===== config.mk =====
export PLATFORM = sky130hd
export DESIGN_NAME = temp_sensor_register_file
export DESIGN_NICKNAME = d
export VERILOG_FILES = /design/src/core/temp_sensor_pkg.sv /design/src/core/serial_slave.sv /design/src/core/temp_sensor_register_file.sv
export SDC_FILE = /design/constraint.sdc
export NUM_CORES = 1
export LEC_CHECK = 0
export ABC_CLOCK_PERIOD_IN_PS = 4150
export BUFFER_PORTS_ARGS = -buffer_cell sky130_fd_sc_hd__buf_2
export CAP_MARGIN = 0
export CORE_MARGIN = 4
export CORE_UTILIZATION = 38
export DETAILED_ROUTE_END_ITERATION = 8
export PLACE_DENSITY = 0.51
export SYNTH_ARGS = -nofsm -noshare
export SYNTH_HDL_FRONTEND = slang
export SYNTH_SLANG_ARGS = --single-unit

===== constraint.sdc =====
create_clock -name clock -period 4.15 [get_ports clock]
set_input_delay 0.6225 -clock clock [delete_from_list [all_inputs] [get_ports clock]]
set_output_delay 0.6225 -clock clock [all_outputs]
set_load 0.01 [all_outputs]

===== src/core/temp_sensor_pkg.sv =====
// Purpose: constants shared by the temperature sensor register file
// Assumes: 100 MHz system clock, two-wire serial bus on scl/sda pins
// Notes: register index, configuration field positions, reset values, timing
//
// Notes on behaviour
// - pointer low two bits read/write, reset zero
// - pointer bits two to seven read zero
// - data access goes to pointer-selected register
// - temperature result at 0x0, writes ignored
// - all other registers readable and writable
// - configuration register at address 0x1
// - lower threshold at address 0x2
// - upper threshold at address 0x3
// - rate select gives 0.25/1/4/8 conversions per second
// - config bits 7:6 rate select, reset 10
// - config bit 8 sleep enable, reset 0
// - config bit 9 comparator/interrupt select, reset 0; the code stores and reads it back but the alert logic ignores it
// - config bits 12:11 fault count, reset 00
// - sixteen-bit registers move high byte first
// - flag toggles after N faults past thresholds
// - single shot in sleep, bit 15 reads busy
// - sleep halts conversions, clearing resumes them
package temp_sensor_pkg;
  localparam logic [1:0] ADDR_RESULT = 2'h0;
  localparam logic [1:0] ADDR_CONFIG = 2'h1;
  localparam logic [1:0] ADDR_LOWER  = 2'h2;
  localparam logic [1:0] ADDR_UPPER  = 2'h3;
  localparam int CFG_FLAG_BIT   = 5;
  localparam int CFG_RATE_LSB   = 6;
  localparam int CFG_SLEEP_BIT  = 8;
  localparam int CFG_IRQ_BIT    = 9;
  localparam int CFG_LEVEL_BIT  = 10;
  localparam int CFG_FAULT_LSB  = 11;
  localparam int CFG_SHOT_BIT   = 15;
  localparam logic [15:0] CFG_FIXED_MASK = 16'h4000; // reserved bit 14 reads 1
  localparam logic [1:0]  RATE_RESET     = 2'h2;
  localparam logic [15:0] LOWER_RESET    = 16'h0000;
  localparam logic [15:0] UPPER_RESET    = 16'h0000;
  localparam int CLOCK_MHZ       = 100;
  localparam int CONV_TIME_MS    = 36;
  localparam int CONV_MIN_MS     = 22;
  localparam int CONV_MAX_MS     = 51;
  localparam int CONV_CYCLES     = CONV_TIME_MS * 1000 * CLOCK_MHZ;
  localparam int PERIOD_4S_MS    = 4000;
  localparam int PERIOD_1S_MS    = 1000;
  localparam int PERIOD_250MS_MS = 250;
  localparam int PERIOD_125MS_MS = 125;
  localparam int PERIOD_4S_CYC   = PERIOD_4S_MS * 1000 * CLOCK_MHZ;
  localparam int PERIOD_1S_CYC   = PERIOD_1S_MS * 1000 * CLOCK_MHZ;
  localparam int PERIOD_250_CYC  = PERIOD_250MS_MS * 1000 * CLOCK_MHZ;
  localparam int PERIOD_125_CYC  = PERIOD_125MS_MS * 1000 * CLOCK_MHZ;
  localparam logic [6:0] DEVICE_ADDR = 7'h48; // arbitrary default bus address
endpackage


===== src/core/serial_slave.sv =====
// Purpose: two-wire serial bus slave, byte level, for the register file
// Assumes: scl and sda already passed two flip-flops on clock
// Notes: stretches no clock; repeated start supported
`timescale 1ns/100ps
`default_nettype none
module serial_slave #(
  parameter logic [6:0] DEV_ADDR = 7'h48
) (
  // clock and reset
  input  wire logic       clock,
  input  wire logic       rst_n,
  // synchronised pins
  input  wire logic       scl_s,
  input  wire logic       sda_s,
  output logic            sda_drive_low,
  // byte side
  output logic            wr_valid,     // one-cycle pulse per written byte
  output logic            wr_first,     // byte is first after address
  output logic [7:0]      wr_byte,
  output logic            rd_req,       // pulse: next read byte needed
  input  wire logic [7:0] rd_byte,
  output logic            frame_start   // pulse on start or repeated start
);
  typedef enum {IDLE, ADDR, ACK, WRITE, READ, RACK} state_type;
  state_type  state_q;
  logic       scl_q, sda_q, rd_dir_q, first_q;
  logic [7:0] shift_q;
  logic [3:0] count_q;
  logic       rise, fall, start_c, stop_c;

  assign rise    = scl_s && !scl_q;
  assign fall    = !scl_s && scl_q;
  assign start_c = scl_s && scl_q && sda_q && !sda_s;
  assign stop_c  = scl_s && scl_q && !sda_q && sda_s;

  // edge history
  always_ff @(posedge clock or negedge rst_n)
  begin
    if (!rst_n)
    begin
      scl_q <= 1'b1;
      sda_q <= 1'b1;
    end
    else
    begin
      scl_q <= scl_s;
      sda_q <= sda_s;
    end
  end

  // byte engine
  always_ff @(posedge clock or negedge rst_n)
  begin
    if (!rst_n)
    begin
      state_q <= IDLE; shift_q <= 8'h00; count_q <= 4'h0;
      rd_dir_q <= 1'b0; first_q <= 1'b0; sda_drive_low <= 1'b0;
      wr_valid <= 1'b0; wr_first <= 1'b0; wr_byte <= 8'h00;
      rd_req <= 1'b0; frame_start <= 1'b0;
    end
    else
    begin
      wr_valid    <= 1'b0;
      rd_req      <= 1'b0;
      frame_start <= 1'b0;
      if (start_c)
      begin
        state_q <= ADDR; count_q <= 4'h0; sda_drive_low <= 1'b0;
        frame_start <= 1'b1;
      end
      else if (stop_c)
      begin
        state_q <= IDLE; sda_drive_low <= 1'b0;
      end
      else
      begin
        unique case (state_q)
          IDLE: ;
          ADDR, WRITE:
          begin
            if (rise)
            begin
              shift_q <= {shift_q[6:0], sda_s};
              count_q <= count_q + 4'h1;
            end
            if (fall && count_q == 4'h8)
            begin
              count_q <= 4'h0;
              if (state_q == ADDR)
              begin
                if (shift_q[7:1] == DEV_ADDR)
                begin
                  rd_dir_q <= shift_q[0]; first_q <= 1'b1;
                  sda_drive_low <= 1'b1; state_q <= ACK;
                  rd_req <= shift_q[0];
                end
                else
                  state_q <= IDLE;
              end
              else
              begin
                wr_valid <= 1'b1; wr_first <= first_q; wr_byte <= shift_q;
                first_q <= 1'b0; sda_drive_low <= 1'b1; state_q <= ACK;
              end
            end
          end
          ACK:
          begin
            if (fall)
            begin
              if (rd_dir_q)
              begin
                shift_q <= {rd_byte[6:0], 1'b0};
                sda_drive_low <= !rd_byte[7];
                count_q <= 4'h1; state_q <= READ;
              end
              else
              begin
                sda_drive_low <= 1'b0; state_q <= WRITE;
              end
            end
          end
          READ:
          begin
            if (fall)
            begin
              if (count_q == 4'h8)
              begin
                sda_drive_low <= 1'b0; count_q <= 4'h0; state_q <= RACK;
              end
              else
              begin
                sda_drive_low <= !shift_q[7];
                shift_q <= {shift_q[6:0], 1'b0};
                count_q <= count_q + 4'h1;
              end
            end
          end
          RACK:
          begin
            if (rise)
            begin
              if (sda_s)
                state_q <= IDLE; // host nack ends reading
              else
                rd_req <= 1'b1;
            end
            if (fall)
            begin
              // next byte goes out at once, its first bit on this fall
              shift_q <= {rd_byte[6:0], 1'b0};
              sda_drive_low <= !rd_byte[7];
              count_q <= 4'h1; state_q <= READ;
            end
          end
        endcase
      end
    end
  end
endmodule
`default_nettype wire


===== src/core/temp_sensor_register_file.sv =====
// Purpose: register file and conversion timing of a digital temperature sensor
// Assumes: pins scl/sda asynchronous to clock; sample arrives from converter
// Notes: sda is open drain, sda_oe high pulls the line low
`timescale 1ns/100ps
`default_nettype none
module temp_sensor_register_file #(
  parameter int CONV_CYC = temp_sensor_pkg::CONV_CYCLES,
  parameter int P4S_CYC  = temp_sensor_pkg::PERIOD_4S_CYC,
  parameter int P1S_CYC  = temp_sensor_pkg::PERIOD_1S_CYC,
  parameter int P250_CYC = temp_sensor_pkg::PERIOD_250_CYC,
  parameter int P125_CYC = temp_sensor_pkg::PERIOD_125_CYC
) (
  // clock and reset
  input  wire logic        clock,
  input  wire logic        rst_n,
  // serial bus pins
  input  wire logic        scl_in,
  input  wire logic        sda_in,
  output logic             sda_out,
  output logic             sda_oe,
  // converter side
  input  wire logic [15:0] sample_value,  // same-clock converter output
  output logic             converting,    // high while a conversion runs
  // alert pin, open drain
  output logic             alert_out,
  output logic             alert_oe
);
  // refuse a conversion that could not end inside the shortest period
  if (CONV_CYC < 1 || P125_CYC <= CONV_CYC)
  begin : g_timing_check
    $error("conversion timing parameters out of range");
  end

  logic        scl_m_q, scl_s_q, sda_m_q, sda_s_q;
  logic        sda_low;
  logic        wr_valid, wr_first, rd_req, frame_start;
  logic [7:0]  wr_byte;
  logic [1:0]  ptr_q;
  logic        byte_hi_q;
  logic [15:0] result_q, lower_q, upper_q, hold_q, read_word;
  logic [7:0]  rd_byte_q;
  logic [1:0]  rate_q, fault_sel_q;
  logic        sleep_q, irq_q, level_q, shot_q, flag_q;
  logic [31:0] conv_cnt_q, period_cnt_q, period_len, conv_age_q;
  logic        conv_done;
  logic [2:0]  fault_cnt_q;

  // two-flop synchronisers for the bus pins
  always_ff @(posedge clock or negedge rst_n)
  begin
    if (!rst_n)
    begin
      scl_m_q <= 1'b1; scl_s_q <= 1'b1; sda_m_q <= 1'b1; sda_s_q <= 1'b1;
    end
    else
    begin
      scl_m_q <= scl_in; scl_s_q <= scl_m_q;
      sda_m_q <= sda_in; sda_s_q <= sda_m_q;
    end
  end

  serial_slave #(
    .DEV_ADDR (temp_sensor_pkg::DEVICE_ADDR)
  ) u_slave (
    .clock         (clock),
    .rst_n         (rst_n),
    .scl_s         (scl_s_q),
    .sda_s         (sda_s_q),
    .sda_drive_low (sda_low),
    .wr_valid      (wr_valid),
    .wr_first      (wr_first),
    .wr_byte       (wr_byte),
    .rd_req        (rd_req),
    .rd_byte       (rd_byte_q),
    .frame_start   (frame_start)
  );

  // pin drive, registered
  always_ff @(posedge clock or negedge rst_n)
  begin
    if (!rst_n)
    begin
      sda_out <= 1'b0; sda_oe <= 1'b0;
    end
    else
    begin
      sda_out <= 1'b0;
      sda_oe  <= sda_low;
    end
  end

  // pointer and byte phase
  always_ff @(posedge clock or negedge rst_n)
  begin
    if (!rst_n)
    begin
      ptr_q <= 2'h0; byte_hi_q <= 1'b1;
    end
    else if (frame_start)
      byte_hi_q <= 1'b1;
    else if (wr_valid && wr_first)
    begin
      ptr_q     <= wr_byte[1:0];
      byte_hi_q <= 1'b1;
    end
    else if (wr_valid || rd_req)
      byte_hi_q <= !byte_hi_q;
  end

  // word readback from the selected register
  always_comb
  begin
    unique case (ptr_q)
      temp_sensor_pkg::ADDR_RESULT: read_word = result_q;
      temp_sensor_pkg::ADDR_CONFIG: read_word = temp_sensor_pkg::CFG_FIXED_MASK
        | {shot_q, 2'b00, fault_sel_q, level_q, irq_q, sleep_q, rate_q, flag_q, 5'h00};
      temp_sensor_pkg::ADDR_LOWER:  read_word = lower_q;
      temp_sensor_pkg::ADDR_UPPER:  read_word = upper_q;
    endcase
  end

  // read byte, high first; low half latched with the high half
  always_ff @(posedge clock or negedge rst_n)
  begin
    if (!rst_n)
    begin
      rd_byte_q <= 8'h00; hold_q <= 16'h0000;
    end
    else if (rd_req)
    begin
      if (byte_hi_q)
      begin
        rd_byte_q <= read_word[15:8];
        hold_q    <= read_word;
      end
      else
        rd_byte_q <= hold_q[7:0];
    end
    else if (wr_valid && !wr_first && byte_hi_q)
      hold_q[15:8] <= wr_byte; // staged high byte of a write
  end

  // writable registers, high byte staged until low byte arrives
  always_ff @(posedge clock or negedge rst_n)
  begin
    if (!rst_n)
    begin
      rate_q <= temp_sensor_pkg::RATE_RESET;
      sleep_q <= 1'b0; irq_q <= 1'b0; level_q <= 1'b0;
      fault_sel_q <= 2'h0;
      lower_q <= temp_sensor_pkg::LOWER_RESET;
      upper_q <= temp_sensor_pkg::UPPER_RESET;
      shot_q <= 1'b0;
    end
    else
    begin
      if (conv_done)
        shot_q <= 1'b0;
      if (wr_valid && !wr_first && !byte_hi_q)
      begin
        unique case (ptr_q)
          temp_sensor_pkg::ADDR_RESULT: ;
          temp_sensor_pkg::ADDR_CONFIG:
          begin
            rate_q      <= wr_byte[7:6];
            sleep_q     <= hold_q[8];
            irq_q       <= hold_q[9];
            level_q     <= hold_q[10];
            fault_sel_q <= hold_q[12:11];
            if (hold_q[15] && sleep_q && !shot_q)
              shot_q <= 1'b1;
          end
          temp_sensor_pkg::ADDR_LOWER: lower_q <= {hold_q[15:8], wr_byte};
          temp_sensor_pkg::ADDR_UPPER: upper_q <= {hold_q[15:8], wr_byte};
        endcase
      end
    end
  end

  // hold_q serves both directions: a frame either reads or writes, never both

  // period selected by rate
  always_comb
  begin
    unique case (rate_q)
      2'h0: period_len = P4S_CYC;
      2'h1: period_len = P1S_CYC;
      2'h2: period_len = P250_CYC;
      2'h3: period_len = P125_CYC;
    endcase
  end

  // conversion timer and period scheduler
  always_ff @(posedge clock or negedge rst_n)
  begin
    if (!rst_n)
    begin
      conv_cnt_q <= 32'h0000_0001; // a conversion starts at power-on
      period_cnt_q <= 32'h0000_0000;
      converting <= 1'b1;
      result_q <= 16'h0000;
    end
    else
    begin
      period_cnt_q <= (period_cnt_q + 32'h1 >= period_len) ? 32'h0 : period_cnt_q + 32'h1;
      if (converting)
      begin
        if (conv_done)
        begin
          converting <= 1'b0;
          result_q   <= sample_value;
        end
        else
          conv_cnt_q <= conv_cnt_q + 32'h1;
      end
      else if ((!sleep_q && period_cnt_q == 32'h0) || (shot_q && sleep_q))
      begin
        converting <= 1'b1;
        conv_cnt_q <= 32'h0000_0001;
      end
    end
  end
  assign conv_done = converting && conv_cnt_q >= 32'(CONV_CYC);

  // overtemp flag with consecutive fault counting, active level aware
  always_ff @(posedge clock or negedge rst_n)
  begin
    if (!rst_n)
    begin
      flag_q <= 1'b1; fault_cnt_q <= 3'h0;
      alert_out <= 1'b0; alert_oe <= 1'b0;
    end
    else
    begin
      if (conv_done)
      begin
        if ((flag_q != level_q) ? ($signed(sample_value) > $signed(upper_q))
                                : ($signed(sample_value) < $signed(lower_q)))
        begin
          if (fault_cnt_q >= {1'b0, fault_sel_q})
          begin
            flag_q <= !flag_q; fault_cnt_q <= 3'h0;
          end
          else
            fault_cnt_q <= fault_cnt_q + 3'h1;
        end
        else
          fault_cnt_q <= 3'h0;
      end
      alert_out <= 1'b0;
      alert_oe  <= !flag_q; // pin pulled low while the flag reads 0
    end
  end

  // age of the running conversion, for the bound check below
  always_ff @(posedge clock or negedge rst_n)
  begin
    if (!rst_n)
      conv_age_q <= 32'h0000_0000;
    else
      conv_age_q <= converting ? conv_age_q + 32'h1 : 32'h0000_0000;
  end

  // every conversion must end within its conversion time
  AST_CONV_BOUND: assert property (@(posedge clock) disable iff (!rst_n)
    converting |-> conv_age_q < 32'(CONV_CYC))
    else $error("conversion did not finish");
  AST_PTR_RANGE: assert property (@(posedge clock) disable iff (!rst_n)
    (wr_valid && wr_first) |=> ptr_q == $past(wr_byte[1:0]))
    else $error("pointer not loaded from first byte");
  AST_RESULT_RO: assert property (@(posedge clock) disable iff (!rst_n)
    !conv_done |=> result_q == $past(result_q))
    else $error("result changed without conversion");
  AST_SLEEP_HALT: assert property (@(posedge clock) disable iff (!rst_n)
    (sleep_q && !shot_q && !converting) |=> !converting)
    else $error("conversion started while sleeping");
  AST_SHOT_CLEAR: assert property (@(posedge clock) disable iff (!rst_n)
    (shot_q && conv_done) |=> !shot_q)
    else $error("single shot bit not cleared");
  AST_RESULT_LOAD: assert property (@(posedge clock) disable iff (!rst_n)
    conv_done |=> result_q == $past(sample_value))
    else $error("result not refreshed");
  AST_SYNC_SDA: assert property (@(posedge clock) disable iff (!rst_n)
    sda_oe |-> sda_out == 1'b0)
    else $error("sda driven high");
  AST_FLAG_HOLD: assert property (@(posedge clock) disable iff (!rst_n)
    (!conv_done && level_q == $past(level_q)) |=> flag_q == $past(flag_q))
    else $error("flag moved without conversion");
endmodule
`default_nettype wire


==> results of run 1 <==
-- flip-flops by register name, summed over array words and instances, names as in the netlist, 2 cells and up --
register	count
conv_cnt_q	32
period_cnt_q	32
hold_q	16
lower_q	16
result_q	16
upper_q	16
rd_byte_q	8
u_slave.shift_q	8
u_slave.wr_byte	8
u_slave.count_q	4
fault_cnt_q	3
u_slave.state_q	3
fault_sel_q	2
ptr_q	2
rate_q	2
-- critical path, cell delays in order (launching register included) --
cell and delay [ns]:
sky130_fd_sc_hd__dfrtp_1 0.43, sky130_fd_sc_hd__ha_1 0.29, sky130_fd_sc_hd__nand3_1 0.14, sky130_fd_sc_hd__nor3_2 0.44
sky130_fd_sc_hd__and4_1 0.28, sky130_fd_sc_hd__xor2_1 0.08, sky130_fd_sc_hd__ha_1 0.29, sky130_fd_sc_hd__nand2_1 0.05
sky130_fd_sc_hd__o21ai_0 0.23, sky130_fd_sc_hd__o2111ai_1 0.15, sky130_fd_sc_hd__and3_1 0.19, sky130_fd_sc_hd__a211o_1 0.30
sky130_fd_sc_hd__o21ai_4 0.39, sky130_fd_sc_hd__buf_4 0.30, sky130_fd_sc_hd__nor2b_1 0.08
-- kinds of logic after synthesis --
logic type	synth area share, %
AND/OR/NAND/NOR	16.1
XOR/XNOR	3.77
other	0.0367
buffers and inverters	3.98
flip-flops	46.7
adder cells (fa/ha/maj)	7.84
multiplexers	11.2
AO/OA/AOI/OAI	10.4
-- timing repair --
action                                  4_1_cts  5_1_grt
resized for setup                             0        1
buffers inserted                              0        0
hold buffers                                  0        0
endpoints found under the setup margin        0       15
-- synthesized netlist by cell type (4+ instances only) --
cell | n | area share [%]
sky130_fd_sc_hd__xnor2_1 | 23 | 2.0
sky130_fd_sc_hd__buf_4 | 4 | 0.29
sky130_fd_sc_hd__o21ai_0 | 47 | 2.3
sky130_fd_sc_hd__nor4_1 | 14 | 0.86
sky130_fd_sc_hd__nor2b_1 | 32 | 2.0
sky130_fd_sc_hd__nand2_1 | 66 | 2.4
sky130_fd_sc_hd__a21o_1 | 11 | 0.81
sky130_fd_sc_hd__mux2i_1 | 21 | 2.1
sky130_fd_sc_hd__dfrtp_1 | 179 | 44
sky130_fd_sc_hd__a21oi_1 | 54 | 2.6
sky130_fd_sc_hd__xor2_1 | 21 | 1.8
sky130_fd_sc_hd__buf_2 | 4 | 0.20
sky130_fd_sc_hd__nand4_1 | 27 | 1.7
sky130_fd_sc_hd__nor3_1 | 17 | 0.83
sky130_fd_sc_hd__a211oi_1 | 7 | 0.51
sky130_fd_sc_hd__and4_1 | 7 | 0.60
sky130_fd_sc_hd__clkbuf_1 | 27 | 0.99
sky130_fd_sc_hd__nand2b_1 | 12 | 0.73
sky130_fd_sc_hd__o21a_1 | 4 | 0.29
sky130_fd_sc_hd__dfstp_2 | 11 | 2.8
sky130_fd_sc_hd__or3_1 | 9 | 0.55
sky130_fd_sc_hd__and2_1 | 11 | 0.67
sky130_fd_sc_hd__nand3_1 | 29 | 1.4
sky130_fd_sc_hd__mux2_2 | 65 | 7.2
sky130_fd_sc_hd__inv_1 | 65 | 2.4
sky130_fd_sc_hd__mux4_2 | 9 | 2.0
sky130_fd_sc_hd__and3_1 | 10 | 0.61
sky130_fd_sc_hd__nor2_1 | 78 | 2.9
sky130_fd_sc_hd__ha_1 | 64 | 7.8
-- power by group through the flow --
stage                     Combinational [uW]  Clock (uW)  Sequential [uW]
after floorplan                          340           0             2060
after global placement                   455           0             2110
after detailed placement                 457           0             2110
after CTS                                460        1780             2080
after global routing                     520        1860             2100
final                                    451        1720             2080
-- per-layer routing --
metal	up-vias	share of wire (%)	global-route usage [%]
li1	3551	-	-
met1	3514	51	25.3
met2	98	44	24.6
met3	26	4.1	4.37
met4	6	1.0	3.35
met5	-	0.15	0
-- worst max-delay path by stage --
stage	to	cells past startpoint	slack, ns	startpoint
finish	period_cnt_q[26]	14	0.38	period_cnt_q[0]
global route	period_cnt_q[26]	14	0.01	period_cnt_q[0]
CTS	period_cnt_q[3]	14	0.25	period_cnt_q[0]
detailed placement	period_cnt_q[2]	14	0.26	period_cnt_q[0]
global placement	period_cnt_q[3]	14	0.33	period_cnt_q[0]
floorplan	period_cnt_q[3]	13	1.02	period_cnt_q[7]
-- metrics by stage --
step	hold slack (ns)	cells	area (um2)	util, %
2_1_floorplan	0.327	992	10200	-
3_3_place_gp	0.346	1329	10800	40.9
3_5_place_dp	0.347	1329	10800	40.9
4_1_cts	0.262	1361	11400	43.3
5_1_grt	0.263	1361	11400	43.3
6_report	0.237	1361	11400	43.3
-- layout make-up --
| cell class | instances | area (um2) |
|---|---|---|
| clock buffers | 20 | 447 |
| well taps | 335 | 419 |
| repair buffers | 38 | 251 |
| clock inverters | 12 | 160 |
| inverters | 67 | 251 |
| fillers | 2573 | 14900 |
| multi-input cells | 699 | 5080 |
| flip-flops and latches | 190 | 4770 |
==> metrics, run 1 <==
worst voltage drop across the vdd grid roughly 230 uV; Logic pwr share 10.6%; pin count of the biggest net entering global routing 94; post-layout power 4250 uW; cell area after synthesis approximately 10000 um2; final critical-path share of the clock period between 90% and 100%; power dissipated by switching net loads roughly 1100 uW; via count of the first global-routing pass around 7000; crit start category register; Die Span Y 172 um; clock root buffer master sky130_fd_sc_hd__clkbuf_16; gp weighted congestion roughly 0.86; average wire per cell in the routed design between 15 and 20 um; data required time of the critical path between 4 and 5 ns; starting density of the core between 30% and 40%; area added between synthesis and finish 11.4%; # clock sinks 190; First DRT Iteration DRCs 440; worst setup slack after placement 0.262 ns; Antenna Cells 0; Setup Crit Path Kind register to register; cell-internal power 3110 uW; worst reg2reg endpoint period_cnt_q[26]; via count normalized by instance count approximately 5.3; number of routed nets with antenna violations 0; floorplan core area approximately 26000 um2; worst-case register-to-register setup slack 0.38 ns; power density over the cells around 370 nW/um2; Crit path arrival time about 4.1 ns; number of design rule violations left after detail routing 0; clock share of power just over 40%; slack of the critical path 0.379 ns; Inserted Clock Buffers 17; number of cells on the worst reg-to-reg path 14; clock network latency to the later pin of the worst-skew pair around 0.44 ns; clock slew at the register clock pins of the worst setup and hold paths 0.07 ns; critical path peak fanout 15; port buffer count 22; share of synthesized registers carrying an async set or reset 100%; HPWL Detailed roughly 17000 um; deepest clock path buffer count 2; flip-flop cell with the highest count after synthesis sky130_fd_sc_hd__dfrtp_1; fraction of power consumed by sequential logic 48.9%; Yosys reg bits between 150 and 200; type of the worst min-delay path primary input to asynchronous set/reset pin; first-pass GRT wire length between 30000 and 40000 um; switching share of power between 20% and 30%; Chip Width approximately 170 um; fraction of layout instances using a drive strength above 1 between 15 and 20%; antenna violations before repair 3; sum of overflow across all layers after global routing 0; Hold Violations, Final 0; number of max-capacitance violations reported 0; Slew Viols, Final 0; Final min period ~3.8 ns; DRT Pass-1 Iters 4; Setup Skew between 0.015 and 0.02 ns; most common cell after layout, fill and taps aside sky130_fd_sc_hd__dfrtp_1; Cell Rows just under 60; worst slew slack as a fraction of its limit slightly above 40%; number of warnings printed during yosys synthesis 0; I/O Pins 25; wire length reported by the detailed router ~24000 um; run status completed; final setup fails 0; Synth Instances 988; number of levels the H-tree was split into 4; most used cells in the layout excluding fill and tap cells sky130_fd_sc_hd__dfrtp_1, sky130_fd_sc_hd__nor2_1, sky130_fd_sc_hd__nand2_1, sky130_fd_sc_hd__inv_1, sky130_fd_sc_hd__mux2_2; number of enable-type register cells in the synthesized netlist 0; synth unique cells 67; CTS tree done; RR Startpoint period_cnt_q[0]; CP Capture Type register; Seq/Total Area, Yosys a little under half; Via Count 7195; Overall Global Routing Usage between 10% and 20%; number of nets in the final layout 1097; slew at the pin with the worst max-slew slack 0.879 ns; post-synthesis area per instance 10.3 um2; RSZ-0062 raised after global routing false; leakage power about 0.0050 uW; final sum of negative setup slack 0 ns; die footprint 29600 um2; Max Clk Rate ~270 MHz
No activity file was read; power rests on OpenSTA's default activity.
==> inputs of run 2 (changes only) <==
Settings changed: CORE_MARGIN 4 to 1.5.
==> metrics, run 2 (synthesis gave the netlist of run 1 again) <==
run status completed; Crit path arrival time roughly 3.9 ns; post-layout power roughly 4300 uW; Resized cells post-CTS 0; Max Clk Rate ~280 MHz; category of cells accounting for the largest share of critical-path delay simple AND/OR/NAND/NOR gates; port buffer count 22; Cell Rows between 50 and 60; leakage power between 0.005 and 0.006 uW; average wire per cell in the routed design approximately 17 um; sum of overflow across all layers after global routing 0; Logic pwr share between 10% and 20%; critical path peak fanout 12; clock share of power between 40% and 50%; CTS hold repair buffers 0; clock root buffer master sky130_fd_sc_hd__clkbuf_16; Post-CTS Setup Inserts 0; Setup Skew between 0.02 and 0.025 ns; via count normalized by instance count 5.24; Final min period 3.58 ns; Regs by FF count conv_cnt_q x32, period_cnt_q x32; Die Span Y around 170 um; pin count of the biggest net entering global routing between 100 and 150; I/O Pins 25; number of cells on the worst reg-to-reg path 14; crit start category register; gp weighted congestion 0.844; number of design rule violations left after detail routing 0; Chip Width between 150 and 200 um; number of max-capacitance violations reported 0; deepest clock path buffer count 2; switching share of power roughly 28%; final setup fails 0; First DRT Iteration DRCs just over 400; worst voltage drop across the vdd grid around 270 uV; Critical path origin period_cnt_q[2]; fraction of layout instances using a drive strength above 1 between 15 and 20%; die footprint approximately 28000 um2; cell-internal power 3110 uW; final sum of negative setup slack 0 ns; CTS tree done; final critical-path share of the clock period between 80% and 90%; worst reg2reg endpoint period_cnt_q[7]; clock network latency to the later pin of the worst-skew pair 0.44 ns; DRT Pass-1 Iters 5; Hold Violations, Final 0; worst-case register-to-register setup slack roughly 0.57 ns; delay contributed by the slowest stage of the critical path about 0.50 ns; starting density of the core between 30% and 40%; area added between synthesis and finish 11.5%; most common cell after layout, fill and taps aside sky130_fd_sc_hd__dfrtp_1; Overall Global Routing Usage 18.0%; worst slew slack as a fraction of its limit 36.7%; series of cell instances along the critical path nand3_1 -> or3_1 -> nor3_1 -> nand2_1 -> xnor2_1 -> ha_1 -> a21o_1 -> a21o_1 -> nor2_1 -> and3_1 -> a211o_1 -> o21ai_2 -> buf_4 -> nor2_1; slew at the pin with the worst max-slew slack 0.950 ns; via count of the first global-routing pass ~7000; type of the worst min-delay path primary input to asynchronous set/reset pin; Via Count 7137; fraction of power consumed by sequential logic 48.5%; number of levels the H-tree was split into 4; first-pass GRT wire length ~39000 um; Worst path slowest cell sky130_fd_sc_hd__dfrtp_1; RSZ-0062 raised after global routing false; CP Capture Type register; most used cells in the layout excluding fill and tap cells sky130_fd_sc_hd__dfrtp_1, sky130_fd_sc_hd__nor2_1, sky130_fd_sc_hd__nand2_1, sky130_fd_sc_hd__inv_1, sky130_fd_sc_hd__mux2_2; power density over the cells around 380 nW/um2; wire length reported by the detailed router between 20000 and 25000 um; Inserted Clock Buffers 17; floorplan core area between 20000 and 30000 um2; # clock sinks 190; cell area after layout roughly 11000 um2; Setup Crit Path Kind register to register; power dissipated by switching net loads ~1200 uW; data required time of the critical path 4.47 ns; HPWL Detailed roughly 17000 um; RR Startpoint period_cnt_q[2]; number of nets in the final layout between 1000 and 1500; clock slew at the register clock pins of the worst setup and hold paths about 0.080 ns; number of routed nets with antenna violations 0; Slew Viols, Final 0; Post-DP Area about 11000 um2; antenna violations before repair 1; Fin Hold WS around 0.28 ns; Bufs and invs on worst path 1
-- run 2: cell types whose count changed in the layout (fill, tap and decap cells not counted), sizes merged --
cell	previous run	this run
inv	68	72
clkbuf	21	18
clkinv	8	6
clkinvlp	0	1
diode	0	1
-- run 2: worst max path at each step --
stage / cells past startpoint / slack (ns) / to
2_1_floorplan: 13 / 1.02 / period_cnt_q[3]
3_3_place_gp: 14 / 0.65 / period_cnt_q[7]
3_5_place_dp: 14 / 0.55 / period_cnt_q[7]
4_1_cts: 14 / 0.55 / period_cnt_q[4]
5_1_grt: 14 / 0.17 / period_cnt_q[7]
6_report: 14 / 0.57 / period_cnt_q[7]
-- run 2: final cells by class --
| cell class | instances | area, um2 |
|---|---|---|
| clock inverters | 15 | 200 |
| well taps | 335 | 419 |
| clock buffers | 17 | 425 |
| diodes | 1 | 2.50 |
| inverters | 67 | 251 |
| multi-input cells | 699 | 5070 |
| repair buffers | 38 | 251 |
| fillers | 2494 | 14800 |
| flip-flops and latches | 190 | 4770 |
-- run 2: metal layers --
| metal | routed length, um | vias up | GRT usage (%) |
|---|---|---|---|
| li1 | - | 3548 | - |
| met4 | 181 | 0 | 4.07 |
| met5 | 0 | - | 0 |
| met3 | 690 | 9 | 3.14 |
| met2 | 10100 | 89 | 26.5 |
| met1 | 12600 | 3491 | 27.4 |
-- run 2: per-stage QoR --
stage               util, %  setup WS (ns)  std cells
floorplan                 -           1.02        992
global placement       41.1          0.655       1329
CTS                    43.5          0.553       1361
finish                 43.5          0.573       1362
global route           43.5          0.167       1361
detailed placement     41.1          0.554       1329
-- run 2: worst register-to-register path: cells and delay by family, from the launching register on --
| family | cells | cell delay (ns) |
|---|---|---|
| buffers and inverters | 1 | 0.28 |
| AOI/OAI and AO/OA | 4 | 0.88 |
| and+or+nand+nor | 7 | 1.43 |
| xor gates and xnor gates | 1 | 0.20 |
| DFF | 1 | 0.50 |
| adders and majority gates | 1 | 0.18 |
-- run 2: power groups by stage --
stage | registers (uW) | logic, uW | clock network (uW)
after CTS | 2080 | 460 | 1810
after global routing | 2100 | 521 | 1880
after detailed placement | 2110 | 456 | 0
final | 2080 | 452 | 1760
after floorplan | 2060 | 340 | 0
after global placement | 2110 | 454 | 0
